$ cat src/design/sac_map.svh
`ifndef SAC_MAP_SVH
`define SAC_MAP_SVH

// register byte addresses on the register bus
`define SAC_OFS_CTRL0      12'h000
`define SAC_OFS_CTRL1      12'h004
`define SAC_OFS_RES_HIGH   12'h008
`define SAC_OFS_RES_LOW    12'h00C
`define SAC_OFS_STATUS     12'h010
`define SAC_OFS_SAMPLE     12'h014

// control register 0 fields
`define SAC_C0_POWER       0
`define SAC_C0_GO          2
`define SAC_C0_CHAN_LSB    3
`define SAC_C0_CLKLO_LSB   6
`define SAC_C0_WMASK       8'hFD

// control register 1 fields
`define SAC_C1_JUSTIFY     7
`define SAC_C1_CLKHI       6
`define SAC_C1_WMASK       8'hCF

// reset values
`define SAC_CTRL0_RST      8'h00
`define SAC_CTRL1_RST      8'h00

// timing in bit periods
`define SAC_CONV_PERIODS   4'hC
`define SAC_HOLD_PERIODS   4'h2

// internal rc bit period, 4 us at 50 MHz
`define SAC_RC_PERIOD_NS   4000
`define SAC_CLK_PERIOD_NS  20
`define SAC_RC_DIV_CYCLES  (`SAC_RC_PERIOD_NS / `SAC_CLK_PERIOD_NS)

`endif

$ cat src/design/sac_pkg.sv
package sac_pkg;
    typedef enum logic [1:0]
    {
        SAC_IDLE,
        SAC_CONV,
        SAC_HOLD
    } sac_state_t;
endpackage

$ cat src/design/sac_ctrl.sv
`include "sac_map.svh"

module sac_ctrl
    import sac_pkg::*;
(
    input  wire logic        CLK_IN,
    input  wire logic        RST_N_IN,
    input  wire logic        CE_IN,
    input  wire logic [11:0] AWADDR_IN,
    input  wire logic        AWVALID_IN,
    output logic             AWREADY_OUT,
    input  wire logic [31:0] WDATA_IN,
    input  wire logic [3:0]  WSTRB_IN,
    input  wire logic        WVALID_IN,
    output logic             WREADY_OUT,
    output logic [1:0]       BRESP_OUT,
    output logic             BVALID_OUT,
    input  wire logic        BREADY_IN,
    input  wire logic [11:0] ARADDR_IN,
    input  wire logic        ARVALID_IN,
    output logic             ARREADY_OUT,
    output logic [31:0]      RDATA_OUT,
    output logic [1:0]       RRESP_OUT,
    output logic             RVALID_OUT,
    input  wire logic        RREADY_IN,
    input  wire logic        CMP_HIGH_IN,
    output logic [9:0]       DAC_CODE_OUT,
    output logic             SAMPLE_HOLD_OUT,
    output logic [2:0]       CHANNEL_OUT,
    output logic [7:0]       ANALOG_PINS_OUT,
    output logic [1:0]       REF_SEL_OUT,
    output logic             POWER_OUT,
    output logic             DONE_FLAG_OUT
);
    logic [7:0]  ctrl0_q;
    logic [7:0]  ctrl1_q;
    logic [7:0]  res_high_q;
    logic [7:0]  res_low_q;
    logic        done_flag_q;
    sac_state_t  state_q;
    logic [3:0]  period_q;
    logic [9:0]  sar_q;
    logic [9:0]  trial_q;
    logic        tick;
    logic [11:0] aw_addr_q;
    logic        aw_have_q;
    logic [31:0] w_data_q;
    logic [3:0]  w_strb_q;
    logic        w_have_q;
    logic        wr_fire;
    logic        wr_c0;
    logic        go_set;
    logic        go_clear;
    logic        finish;
    logic [7:0]  wr_byte;

    // analog enables per port code, bit n is input n
    function automatic logic [7:0] pins_of(input logic [3:0] code);
        case (code)
            4'h0, 4'h1, 4'h8: pins_of = 8'hFF;
            4'h2, 4'h3:       pins_of = 8'h1F;
            4'h4, 4'h5:       pins_of = 8'h0B;
            4'h9, 4'hA, 4'hB: pins_of = 8'h3F;
            4'hC:             pins_of = 8'h1F;
            4'hD:             pins_of = 8'h0F;
            4'hE:             pins_of = 8'h01;
            4'hF:             pins_of = 8'h0D;
            default:          pins_of = 8'h00;
        endcase
    endfunction

    // bit 0: positive ref from input 3, bit 1: negative ref from input 2
    function automatic logic [1:0] refs_of(input logic [3:0] code);
        case (code)
            4'h1, 4'h3, 4'h5, 4'hA:       refs_of = 2'h1;
            4'h8, 4'hB, 4'hC, 4'hD, 4'hF: refs_of = 2'h3;
            default:                      refs_of = 2'h0;
        endcase
    endfunction

    // comparator is read directly: it only follows the registered dac code
    // against a frozen sample, so it settles within a cycle; a two-flop
    // synchroniser would leave no room to resolve a bit in a two-clock period

    // bit period source follows the combined clock code
    sac_tick_gen u_tick
    (
        .clk_in   (CLK_IN),
        .rst_n_in (RST_N_IN),
        .ce_in    (CE_IN),
        .run_in   (state_q != SAC_IDLE),
        .sel_in   ({ctrl1_q[`SAC_C1_CLKHI],
                    ctrl0_q[`SAC_C0_CLKLO_LSB+1:`SAC_C0_CLKLO_LSB]}),
        .tick_out (tick)
    );

    // write channel: address and data taken in either order
    always_ff @(posedge CLK_IN)
    begin
        if (!RST_N_IN)
        begin
            aw_have_q <= 1'b0;
            w_have_q  <= 1'b0;
            aw_addr_q <= 12'h000;
            w_data_q  <= 32'h0000_0000;
            w_strb_q  <= 4'h0;
            BVALID_OUT <= 1'b0;
        end
        else if (CE_IN)
        begin
            if (AWVALID_IN && AWREADY_OUT)
            begin
                aw_have_q <= 1'b1;
                aw_addr_q <= AWADDR_IN;
            end
            if (WVALID_IN && WREADY_OUT)
            begin
                w_have_q <= 1'b1;
                w_data_q <= WDATA_IN;
                w_strb_q <= WSTRB_IN;
            end
            if (wr_fire)
            begin
                aw_have_q  <= 1'b0;
                w_have_q   <= 1'b0;
                BVALID_OUT <= 1'b1;
            end
            else if (BVALID_OUT && BREADY_IN)
                BVALID_OUT <= 1'b0;
        end
    end

    assign AWREADY_OUT = !aw_have_q && !BVALID_OUT;
    assign WREADY_OUT  = !w_have_q && !BVALID_OUT;
    assign BRESP_OUT   = 2'h0;
    assign wr_fire     = aw_have_q && w_have_q && !BVALID_OUT;
    assign wr_byte     = w_strb_q[0] ? w_data_q[7:0] : 8'h00;
    assign wr_c0       = wr_fire && w_strb_q[0]
                         && aw_addr_q[11:2] == `SAC_OFS_CTRL0 >> 2;
    assign go_set      = wr_c0 && wr_byte[`SAC_C0_GO]
                         && wr_byte[`SAC_C0_POWER]
                         && ctrl0_q[`SAC_C0_POWER]
                         && state_q == SAC_IDLE;
    assign go_clear    = wr_c0 && !wr_byte[`SAC_C0_GO];
    assign finish      = state_q == SAC_CONV && tick
                         && period_q == `SAC_CONV_PERIODS - 4'h1;

    // control registers; go is owned by hardware apart from writes
    always_ff @(posedge CLK_IN)
    begin
        if (!RST_N_IN)
        begin
            ctrl0_q <= `SAC_CTRL0_RST;
            ctrl1_q <= `SAC_CTRL1_RST;
        end
        else if (CE_IN)
        begin
            if (wr_c0)
                ctrl0_q <= (wr_byte & `SAC_C0_WMASK & 8'hFB)
                         | {5'h00, go_set || (ctrl0_q[`SAC_C0_GO]
                            && !go_clear && !finish
                            && wr_byte[`SAC_C0_POWER]), 2'h0};
            else if (finish || !ctrl0_q[`SAC_C0_POWER])
                ctrl0_q[`SAC_C0_GO] <= 1'b0;
            if (wr_fire && w_strb_q[0]
                && aw_addr_q[11:2] == `SAC_OFS_CTRL1 >> 2)
                ctrl1_q <= wr_byte & `SAC_C1_WMASK;
        end
    end

    // conversion sequencer: twelve bit periods, then two-period hold-off
    always_ff @(posedge CLK_IN)
    begin
        if (!RST_N_IN)
        begin
            state_q  <= SAC_IDLE;
            period_q <= 4'h0;
            sar_q    <= 10'h000;
            trial_q  <= 10'h200;
        end
        else if (CE_IN)
        begin
            case (state_q)
                SAC_IDLE:
                    if (go_set)
                    begin
                        state_q  <= SAC_CONV;
                        period_q <= 4'h0;
                        sar_q    <= 10'h000;
                        trial_q  <= 10'h200;
                    end
                SAC_CONV:
                    if (go_clear || !ctrl0_q[`SAC_C0_POWER]
                        || (wr_c0 && !wr_byte[`SAC_C0_POWER]))
                    begin
                        state_q  <= SAC_HOLD;
                        period_q <= 4'h0;
                    end
                    else if (tick)
                    begin
                        // periods 1..10 resolve one bit each, msb first
                        if (period_q >= 4'h1 && period_q <= 4'hA)
                        begin
                            if (!CMP_HIGH_IN)
                                sar_q <= sar_q | trial_q;
                            trial_q <= trial_q >> 1;
                        end
                        if (finish)
                        begin
                            state_q  <= SAC_HOLD;
                            period_q <= 4'h0;
                        end
                        else
                            period_q <= period_q + 4'h1;
                    end
                SAC_HOLD:
                    if (tick)
                    begin
                        if (period_q == `SAC_HOLD_PERIODS - 4'h1)
                        begin
                            state_q  <= SAC_IDLE;
                            period_q <= 4'h0;
                        end
                        else
                            period_q <= period_q + 4'h1;
                    end
                default:
                    state_q <= SAC_IDLE;
            endcase
        end
    end

    // result pair has no reset so power-on leaves it alone; also writable
    always_ff @(posedge CLK_IN)
    begin
        if (CE_IN)
        begin
            if (finish)
            begin
                if (ctrl1_q[`SAC_C1_JUSTIFY])
                begin
                    res_high_q <= {6'h00, sar_q[9:8] | trial_q[9:8]
                                   & {2{!CMP_HIGH_IN}}};
                    res_low_q  <= sar_q[7:0]
                                | (trial_q[7:0] & {8{!CMP_HIGH_IN}});
                end
                else
                begin
                    res_high_q <= sar_q[9:2]
                                | (trial_q[9:2] & {8{!CMP_HIGH_IN}});
                    res_low_q  <= {sar_q[1:0]
                                | (trial_q[1:0] & {2{!CMP_HIGH_IN}}), 6'h00};
                end
            end
            else if (wr_fire && w_strb_q[0])
            begin
                if (aw_addr_q[11:2] == `SAC_OFS_RES_HIGH >> 2)
                    res_high_q <= wr_byte;
                if (aw_addr_q[11:2] == `SAC_OFS_RES_LOW >> 2)
                    res_low_q <= wr_byte;
            end
        end
    end

    // done flag: hardware set wins over a software clear in the same cycle
    always_ff @(posedge CLK_IN)
    begin
        if (!RST_N_IN)
            done_flag_q <= 1'b0;
        else if (CE_IN)
        begin
            if (finish)
                done_flag_q <= 1'b1;
            else if (wr_fire && w_strb_q[0] && !wr_byte[0]
                     && aw_addr_q[11:2] == `SAC_OFS_STATUS >> 2)
                done_flag_q <= 1'b0;
        end
    end

    // read channel, one cycle after the address is taken
    always_ff @(posedge CLK_IN)
    begin
        if (!RST_N_IN)
        begin
            RVALID_OUT <= 1'b0;
            RDATA_OUT  <= 32'h0000_0000;
            RRESP_OUT  <= 2'h0;
        end
        else if (CE_IN)
        begin
            if (ARVALID_IN && ARREADY_OUT)
            begin
                RVALID_OUT <= 1'b1;
                RRESP_OUT  <= 2'h0;
                case (ARADDR_IN)
                    `SAC_OFS_CTRL0:    RDATA_OUT <= {24'h0, ctrl0_q};
                    `SAC_OFS_CTRL1:    RDATA_OUT <= {24'h0, ctrl1_q};
                    `SAC_OFS_RES_HIGH: RDATA_OUT <= {24'h0, res_high_q};
                    `SAC_OFS_RES_LOW:  RDATA_OUT <= {24'h0, res_low_q};
                    `SAC_OFS_STATUS:   RDATA_OUT <= {30'h0,
                                         state_q != SAC_IDLE, done_flag_q};
                    default:
                    begin
                        RDATA_OUT <= 32'h0000_0000;
                        RRESP_OUT <= 2'h2; // unmapped gives slave error
                    end
                endcase
            end
            else if (RVALID_OUT && RREADY_IN)
                RVALID_OUT <= 1'b0;
        end
    end

    assign ARREADY_OUT = !RVALID_OUT;

    // analog side controls, all registered
    always_ff @(posedge CLK_IN)
    begin
        if (!RST_N_IN)
        begin
            DAC_CODE_OUT    <= 10'h000;
            SAMPLE_HOLD_OUT <= 1'b0;
            CHANNEL_OUT     <= 3'h0;
            ANALOG_PINS_OUT <= 8'hFF;
            REF_SEL_OUT     <= 2'h0;
            POWER_OUT       <= 1'b0;
            DONE_FLAG_OUT   <= 1'b0;
        end
        else if (CE_IN)
        begin
            DAC_CODE_OUT    <= sar_q | trial_q;
            SAMPLE_HOLD_OUT <= state_q == SAC_CONV;
            CHANNEL_OUT     <= ctrl0_q[5:3];
            ANALOG_PINS_OUT <= pins_of(ctrl1_q[3:0]);
            REF_SEL_OUT     <= refs_of(ctrl1_q[3:0]);
            POWER_OUT       <= ctrl0_q[`SAC_C0_POWER];
            DONE_FLAG_OUT   <= done_flag_q;
        end
    end
endmodule

$ cat src/design/sac_tick_gen.sv
`include "sac_map.svh"

// bit period tick generator, divides the system clock by the selected code
module sac_tick_gen
    import sac_pkg::*;
(
    input  wire logic       clk_in,
    input  wire logic       rst_n_in,
    input  wire logic       ce_in,
    input  wire logic       run_in,
    input  wire logic [2:0] sel_in,
    output logic            tick_out
);
    logic [7:0] cnt_q;
    logic [7:0] limit;

    // terminal count per code; x11 runs from the slow internal rc period
    always_comb
    begin
        case (sel_in)
            3'h0:    limit = 8'h01;
            3'h1:    limit = 8'h07;
            3'h2:    limit = 8'h1F;
            3'h4:    limit = 8'h03;
            3'h5:    limit = 8'h0F;
            3'h6:    limit = 8'h3F;
            default: limit = 8'(`SAC_RC_DIV_CYCLES - 1);
        endcase
    end

    // counter restarts whenever the sequencer is idle so periods align
    always_ff @(posedge clk_in)
    begin
        if (!rst_n_in)
            cnt_q <= 8'h00;
        else if (ce_in)
        begin
            if (!run_in || cnt_q >= limit)
                cnt_q <= 8'h00;
            else
                cnt_q <= cnt_q + 8'h01;
        end
    end

    assign tick_out = run_in && (cnt_q >= limit);
endmodule

$ cat config.mk
export PLATFORM = sky130hd
export DESIGN_NAME = sac_ctrl
export DESIGN_NICKNAME = d
export VERILOG_FILES = /design/src/design/sac_pkg.sv /design/src/design/sac_ctrl.sv /design/src/design/sac_tick_gen.sv
export VERILOG_INCLUDE_DIRS = /design/src /design/src/design
export SDC_FILE = /design/constraint.sdc
export NUM_CORES = 1
export LEC_CHECK = 0
export ABC_CLOCK_PERIOD_IN_PS = 7700
export BUFFER_PORTS_ARGS = -buffer_cell sky130_fd_sc_hd__buf_2
export CAP_MARGIN = 30
export CORE_MARGIN = 5
export CORE_UTILIZATION = 50
export CTS_CLUSTER_DIAMETER = 100
export DETAILED_ROUTE_END_ITERATION = 16
export GPL_TIMING_DRIVEN = 0
export PLACE_DENSITY = 0.75
export RECOVER_POWER = 25
export SETUP_SLACK_MARGIN = 0.5
export SLEW_MARGIN = 10
export SYNTH_ARGS = -nofsm -noshare
export SYNTH_HDL_FRONTEND = slang
export SYNTH_SLANG_ARGS = --single-unit
$ cat constraint.sdc
create_clock -name CLK_IN -period 7.7 [get_ports CLK_IN]
set_clock_uncertainty 0.2 [all_clocks]
set_input_delay 1.54 -clock CLK_IN [delete_from_list [all_inputs] [get_ports CLK_IN]]
set_output_delay 1.54 -clock CLK_IN [all_outputs]
set_load 0.01 [all_outputs]
After elaboration in Yosys (flattened, before gate mapping)
Memory sizes are Yosys's and may differ from the RTL's. A register that Yosys moved wholly into a read port is not among the register bits.
Index checks and enable logic that the tools add are counted.
{ "totals": {"ff_bits": 140, "romBits": 160, "input_bits": 69, "output_inout_bits": 67, "elab_cells": 197, "mem_count": 2} }
{ "classes": {"n_addsub": 2, "order_cmp": 3, "eq_ne": 26, "mux": 50, "bitwise_logic": 10, "reduce_logical": 79} }
{ "memory_table": {"columns": ["memory", "depth", "word_bits", "read_ports", "rd_ports_with_merged_regs", "write_ports", "line", "source"], "rows": [
  ["(no name shown)", 16, 8, 1, 1, 0, "sac_ctrl.sv:59", "case (code)"],
  ["(no name shown)", 16, 2, 1, 1, 0, "sac_ctrl.sv:74", "case (code)"]
]} }
{ "ops": {"columns": ["operator", "count"], "rows": [
  ["$mux 10", 9],
  ["$mux 8", 10],
  ["$pmux 8 s6", 1],
  ["$pmux 10 s2", 2],
  ["$pmux 8 s5", 1],
  ["$logic_and 1x1->1", 27],
  ["$eq 12x4->1 const B", 2],
  ["$mux 4", 6],
  ["$reduce_and 2->1", 11],
  ["$reduce_bool 2->1", 11],
  ["$eq 10x2->1 const B", 2],
  ["$and 8x8->8", 2],
  ["$or 8x8->8", 2],
  ["$mux 2", 7],
  ["$ne 2x2->1 const B", 7],
  ["$logic_not 1->1", 13],
  ["$eq 12x3->1 const B", 1],
  ["$eq 12x5->1 const B", 1],
  ["$logic_not 12->1", 1],
  ["$mux 1", 12],
  ["$pmux 4 s3", 1],
  ["$reduce_and 6->1", 2],
  ["$eq 10x1->1 const B", 1],
  ["$eq 10x3->1 const B", 1],
  ["27 further kinds", 37]
]} }

Longest topological paths before layout
{ "logic_depth": {"word_depth": 12, "ltp_mapped": 12, "ltp_nobuf": 10} }

Hierarchy
Synthesis repeated with hierarchy kept, for this count alone.
{ "hier_totals": {"hier_cells": 731, "hier_area_um2": 6243.5} }
{ "by_module_without_submodules": {"columns": ["module", "n_inst", "cells_per_inst", "area_each_um2"], "rows": [
  ["sac_ctrl", 1, 654, 5556.6],
  ["sac_tick_gen", 1, 77, 686.9]
]} }

Least setup slack after synthesis
OpenSTA, ideal clock, no wires.
{ "synth_timing": {"kind": "input port to flip-flop", "start": "input port ARADDR_IN[3]", "end": "register RDATA_OUT[0]", "setup_ps": 128, "arrival_time_ps": 2816, "slack_ps": 4556, "cell_stages": 7, "path_buffers": 1, "path_cell_list": "clkbuf_1 -> mux4_2 -> nor2b_1 -> a31oi_1 -> nor3_1 -> a21oi_1 -> nor2_1"} }
{ "synth_between": {"elab_chain_cells": 2, "elab_cells_between_ends": 6, "cone_classes": "eq/ne (4); mux (1); reduce/logical (1)"} }
{ "synth_lines": {"columns": ["item", "line", "source"], "rows": [
  ["from (decl)", "sac_ctrl.sv:19", "input wire logic [11:0] ARADDR_IN,"],
  ["$eq 12x5->1 (tied with other cells)", "sac_ctrl.sv:295", "case (ARADDR_IN)"],
  ["$pmux 8 s5 (*)", "sac_ctrl.sv:295", null],
  ["to (signal assigned)", "sac_ctrl.sv:296", "`SAC_OFS_CTRL0: RDATA_OUT <= {24'h0, ctrl0_q};"],
  ["to (signal assigned)", "sac_ctrl.sv:297", "`SAC_OFS_CTRL1: RDATA_OUT <= {24'h0, ctrl1_q};"],
  ["to (signal assigned)", "sac_ctrl.sv:298", "`SAC_OFS_RES_HIGH: RDATA_OUT <= {24'h0, res_high_q};"],
  ["to (decl)", "sac_ctrl.sv:22", "output logic [31:0] RDATA_OUT,"]
]} }
Every way passes the cells marked *; elsewhere a longest branch is shown, timed or not.
A chain may end at the register's enable or synchronous reset.

Final worst setup path
{ "layout_timing": {"start": "input port CE_IN", "end": "register res_high_q[7], enable pin"} }
{ "layout_between": {"elab_chain_cells": 1} }
{ "layout_lines": {"columns": ["item", "line", "source"], "rows": [
  ["from (decl)", "sac_ctrl.sv:8", "input wire logic CE_IN,"],
  ["$reduce_and 3->1 (no line)", null, null],
  ["to (signal assigned)", "sac_ctrl.sv:242", "res_high_q <= {6'h00, sar_q[9:8] | trial_q[9:8]"],
  ["to (signal assigned)", "sac_ctrl.sv:249", "res_high_q <= sar_q[9:2]"],
  ["to (signal assigned)", "sac_ctrl.sv:258", "res_high_q <= wr_byte;"],
  ["to (decl)", "sac_ctrl.sv:37", "logic [7:0] res_high_q;"]
]} }
No other way between the ends.

==> out/results.tsv <==
stage	metric	value	unit
run_status	outcome	completed	
setup_path	critical path required time	7.54	ns
placed_design	Cells after DPL	919	
cts	CTS tree	built	
die	core area	11400	um^2
setup_path	WP depth	4	
synthesis	Mapped Area	5760	um^2
global_route	total track usage	22.1	%
setup_path	worst setup path class	in2reg	
worst_hold_path	Hold Crit Class	reg2reg	
synthesis	ranking of synthesized cells by area	dfxtp_1, edfxtp_1, a21oi_1	
cts	CTS Sinks	121	
setup_path	CP most frequent cell	clkbuf_1	
synthesis	synthesis-stage register bit count	121	
synthesis	Synth Flop Type	dfxtp_1	
synthesis	synthesized area per cell	8.54	um^2
sta	# setup viols final	0	
setup_path	CP max-delay cell	a21oi_1	
pwr	internal power	1.18	mW
synthesis	post-synthesis sequential area ratio	44.8	%
global_route	first-pass GRT wire length	25000	um
pwr	VDD IR max	101	uV
sta	fmax	0.291	GHz
die	Die H	117	um
global_route	largest net degree at the start of global routing	17	
cts	CTS Buffer Depth	2	
setup_path	r2r setup slk	4.55	ns
detailed_routing	DRC	0	
detailed_routing	WL per Instance	16.1	um
pwr	Clk pwr share	50.5	%
finish	Fillers	999	
sta	Final Slew Violations	0	
detailed_routing	via count	5191	
setup_path	crit path cell chain	clkbuf_1 -> inv_1 -> clkbuf_1 -> a21oi_1	
cts	post-CTS resize count	0	
finish	nets@finish	884	
finish	Layout area overhead	20.6	%
sta	Worst Tran Pin Value	0.778	ns
global_route	initial antenna violation count	0	
die	initial core utilization	50.7	%
pwr	combinational fraction of design power	6.2	%
detailed_routing	DRT iter0 DRCs	365	
synthesis	asr flop ratio synth	0	%
die	std cell rows	39	
finish	Layout Utilization	61.1	%
setup_path	startpoint types	primary input	
global_route	grt total ovfl	0	
die	Die X	117	um
pwr	static leakage	2.68	nW
synthesis	synthesis warning total	0	
setup_path	crit path max fanout	10	
detailed_routing	routed wire length	15300	um
worst_hold_path	Min-Delay Path Depth	2	
cts	clk_lat worst skew	0.41	ns
synthesis	Post-synth top cells	dfxtp_1, nand2_1, a21oi_1	
setup_path	worst r2r path cells	10	
cts	total CTS buffers	17	
pwr	PwrDens	219	nW/um^2
setup_path	CP max stage delay	0.72	ns
synthesis	Unique masters post-synth	66	
sta	final worst slack	4.26	ns
cts	CTS clk-pin slew, worst paths	0.05	ns
finish	register area	2580	um^2
sta	Final Cycle Share	44.7	%
sta	Fin Setup TNS	0	ns
sta	Final Hold Violating Endpoints	0	
finish	antenna cells	0	
setup_path	critical path arrival	3.28	ns
global_route	vias in the first global route	4932	
sta	Period minus WS final	3.44	ns
synthesis	synthesized instance count	675	
pwr	register share of total power	43.3	%
finish	Multi-input gate area	2870	um^2
cts	CTS Hold Bufs	0	
detailed_routing	post-route ant nets	0	
setup_path	CP endpoint kind	flop	
die	Die ar.	13800	um^2
cts	H-tree depth	4	
synthesis	share of the synthesized area in the top cell type	36.5	%
synthesis	post-synth top area cell	dfxtp_1	
pwr	switching power	0.340	mW
finish	share of layout cells above drive strength 1	15.2	%
setup_path	CP delay by family, top	buffers and inverters	
pwr	switch share	22.4	%
sta	RSZ-0062 raised after global routing	no	
synthesis	number of synthesized flops with an enable pin	16	
cts	clock root cell	clkbuf_16	
die	Ports	136	
run	max_cap viols	0	
cts	postcts setup bufs	0	
detailed_routing	drt pass-1 iters	8	
synthesis	top-count cell post-synth	dfxtp_1	
placed_design	GP Congestion	0.953	
placed_design	pre-CTS setup slack	4.20	ns
sta	final hold slack	0.256	ns
finish	final std cells w/o fill	951	
sta	Slew HR	48.1	%
placed_design	DP Wirelength	11200	um
placed_design	PortBufs	75	
setup_path	worst path buffer plus inverter count	3	
detailed_routing	DR vias/cell	5.46	
==> worst reg2reg max path, delay by kind of cell, from the launching register on <==
kind,cells,cell delay [ns]
AOI/OAI and AO/OA,5,1.15
buffers and inverters,1,0.28
DFF,1,0.30
adders and majority gates,1,0.30
and+or+nand+nor,3,0.64
==> layout by cell type (no fill, tap or decap), types with 4 or more instances in the layout <==
cell and count:
a211oi_1 4, a21oi_1 79, a22o_1 5, a22oi_1 7
and3_1 4, buf_2 41, buf_4 28, clkbuf_1 70
clkbuf_16 18, clkbuf_8 4, conb_1 27, dfxtp_1 105
edfxtp_1 16, ha_1 20, inv_1 16, mux2_2 10
mux2i_1 15, nand2_1 94, nand3_1 38, nor2_1 74
nor3_1 7, o21ai_0 41, o21ai_1 10, xor2_1 5
==> per-stage QoR <==
stage          total power [mW]  cell area, um^2
6_report                   1.52             6950
5_1_grt                    1.57             6950
4_1_cts                    1.52             6990
3_5_place_dp              0.764             6410
3_3_place_gp              0.762             6410
2_1_floorplan             0.731             5860
==> state kept, by name, indices dropped and copies added, names as in the netlist, 6 cells and up <==
register         cells
ANALOG_PINS_OUT      7
w_data_q             8
DAC_CODE_OUT        10
trial_q             10
RDATA_OUT            8
ctrl0_q              7
ctrl1_q              6
sar_q               10
aw_addr_q           10
res_high_q           8
u_tick.cnt_q         8
res_low_q            8
==> layout make-up <==
cell class                 instances  area share, %
buffer                            62           4.99
clock buffer                      26           7.49
clock inverter                     6          0.864
inverter                          17          0.918
multi-input combinational        501           41.2
sequential                       121           37.2
tap                              143           2.57
timing repair buffer              75           4.77
==> logic make-up after synthesis <==
family	synth area share, %
flip-flops	44.8
AND/OR/NAND/NOR	20.2
adder cells (fa/ha/maj)	4.34
other	0.0651
AO/OA/AOI/OAI	17.5
buffers and inverters	7.14
multiplexers	4.95
XOR/XNOR	1.06
==> path summary, 6_finish.rpt <==
path,start,end
max,CE_IN,res_high_q[7]$_DFFE_PP_
min,aw_addr_q[5]$_SDFFE_PN0P_,aw_addr_q[5]$_SDFFE_PN0P_
max reg2reg,ctrl0_q[7]$_SDFFE_PN0P_,res_high_q[6]$_DFFE_PP_
min reg2reg,aw_addr_q[5]$_SDFFE_PN0P_,aw_addr_q[5]$_SDFFE_PN0P_
==> per-layer routing <==
metal  wire, um  share of wire [%]  global-route usage, %  up-vias
met4        325                2.1                   8.99        0
li1           -                  -                      -     2550
met2       6960                 46                   33.9      231
met1       6720                 44                   29.1     2381
met3       1290                8.4                   6.35       29
met5          0                  0                      0        -
==> power by group through the flow <==
stage	clock network (mW)	registers, mW	logic (mW)
after floorplan	0	0.670	0.0608
after global placement	0	0.670	0.0928
after detailed placement	0	0.670	0.0940
after CTS	0.771	0.657	0.0947
after global routing	0.806	0.659	0.105
final	0.768	0.658	0.0944
Power figures use the tool's default switching activity.
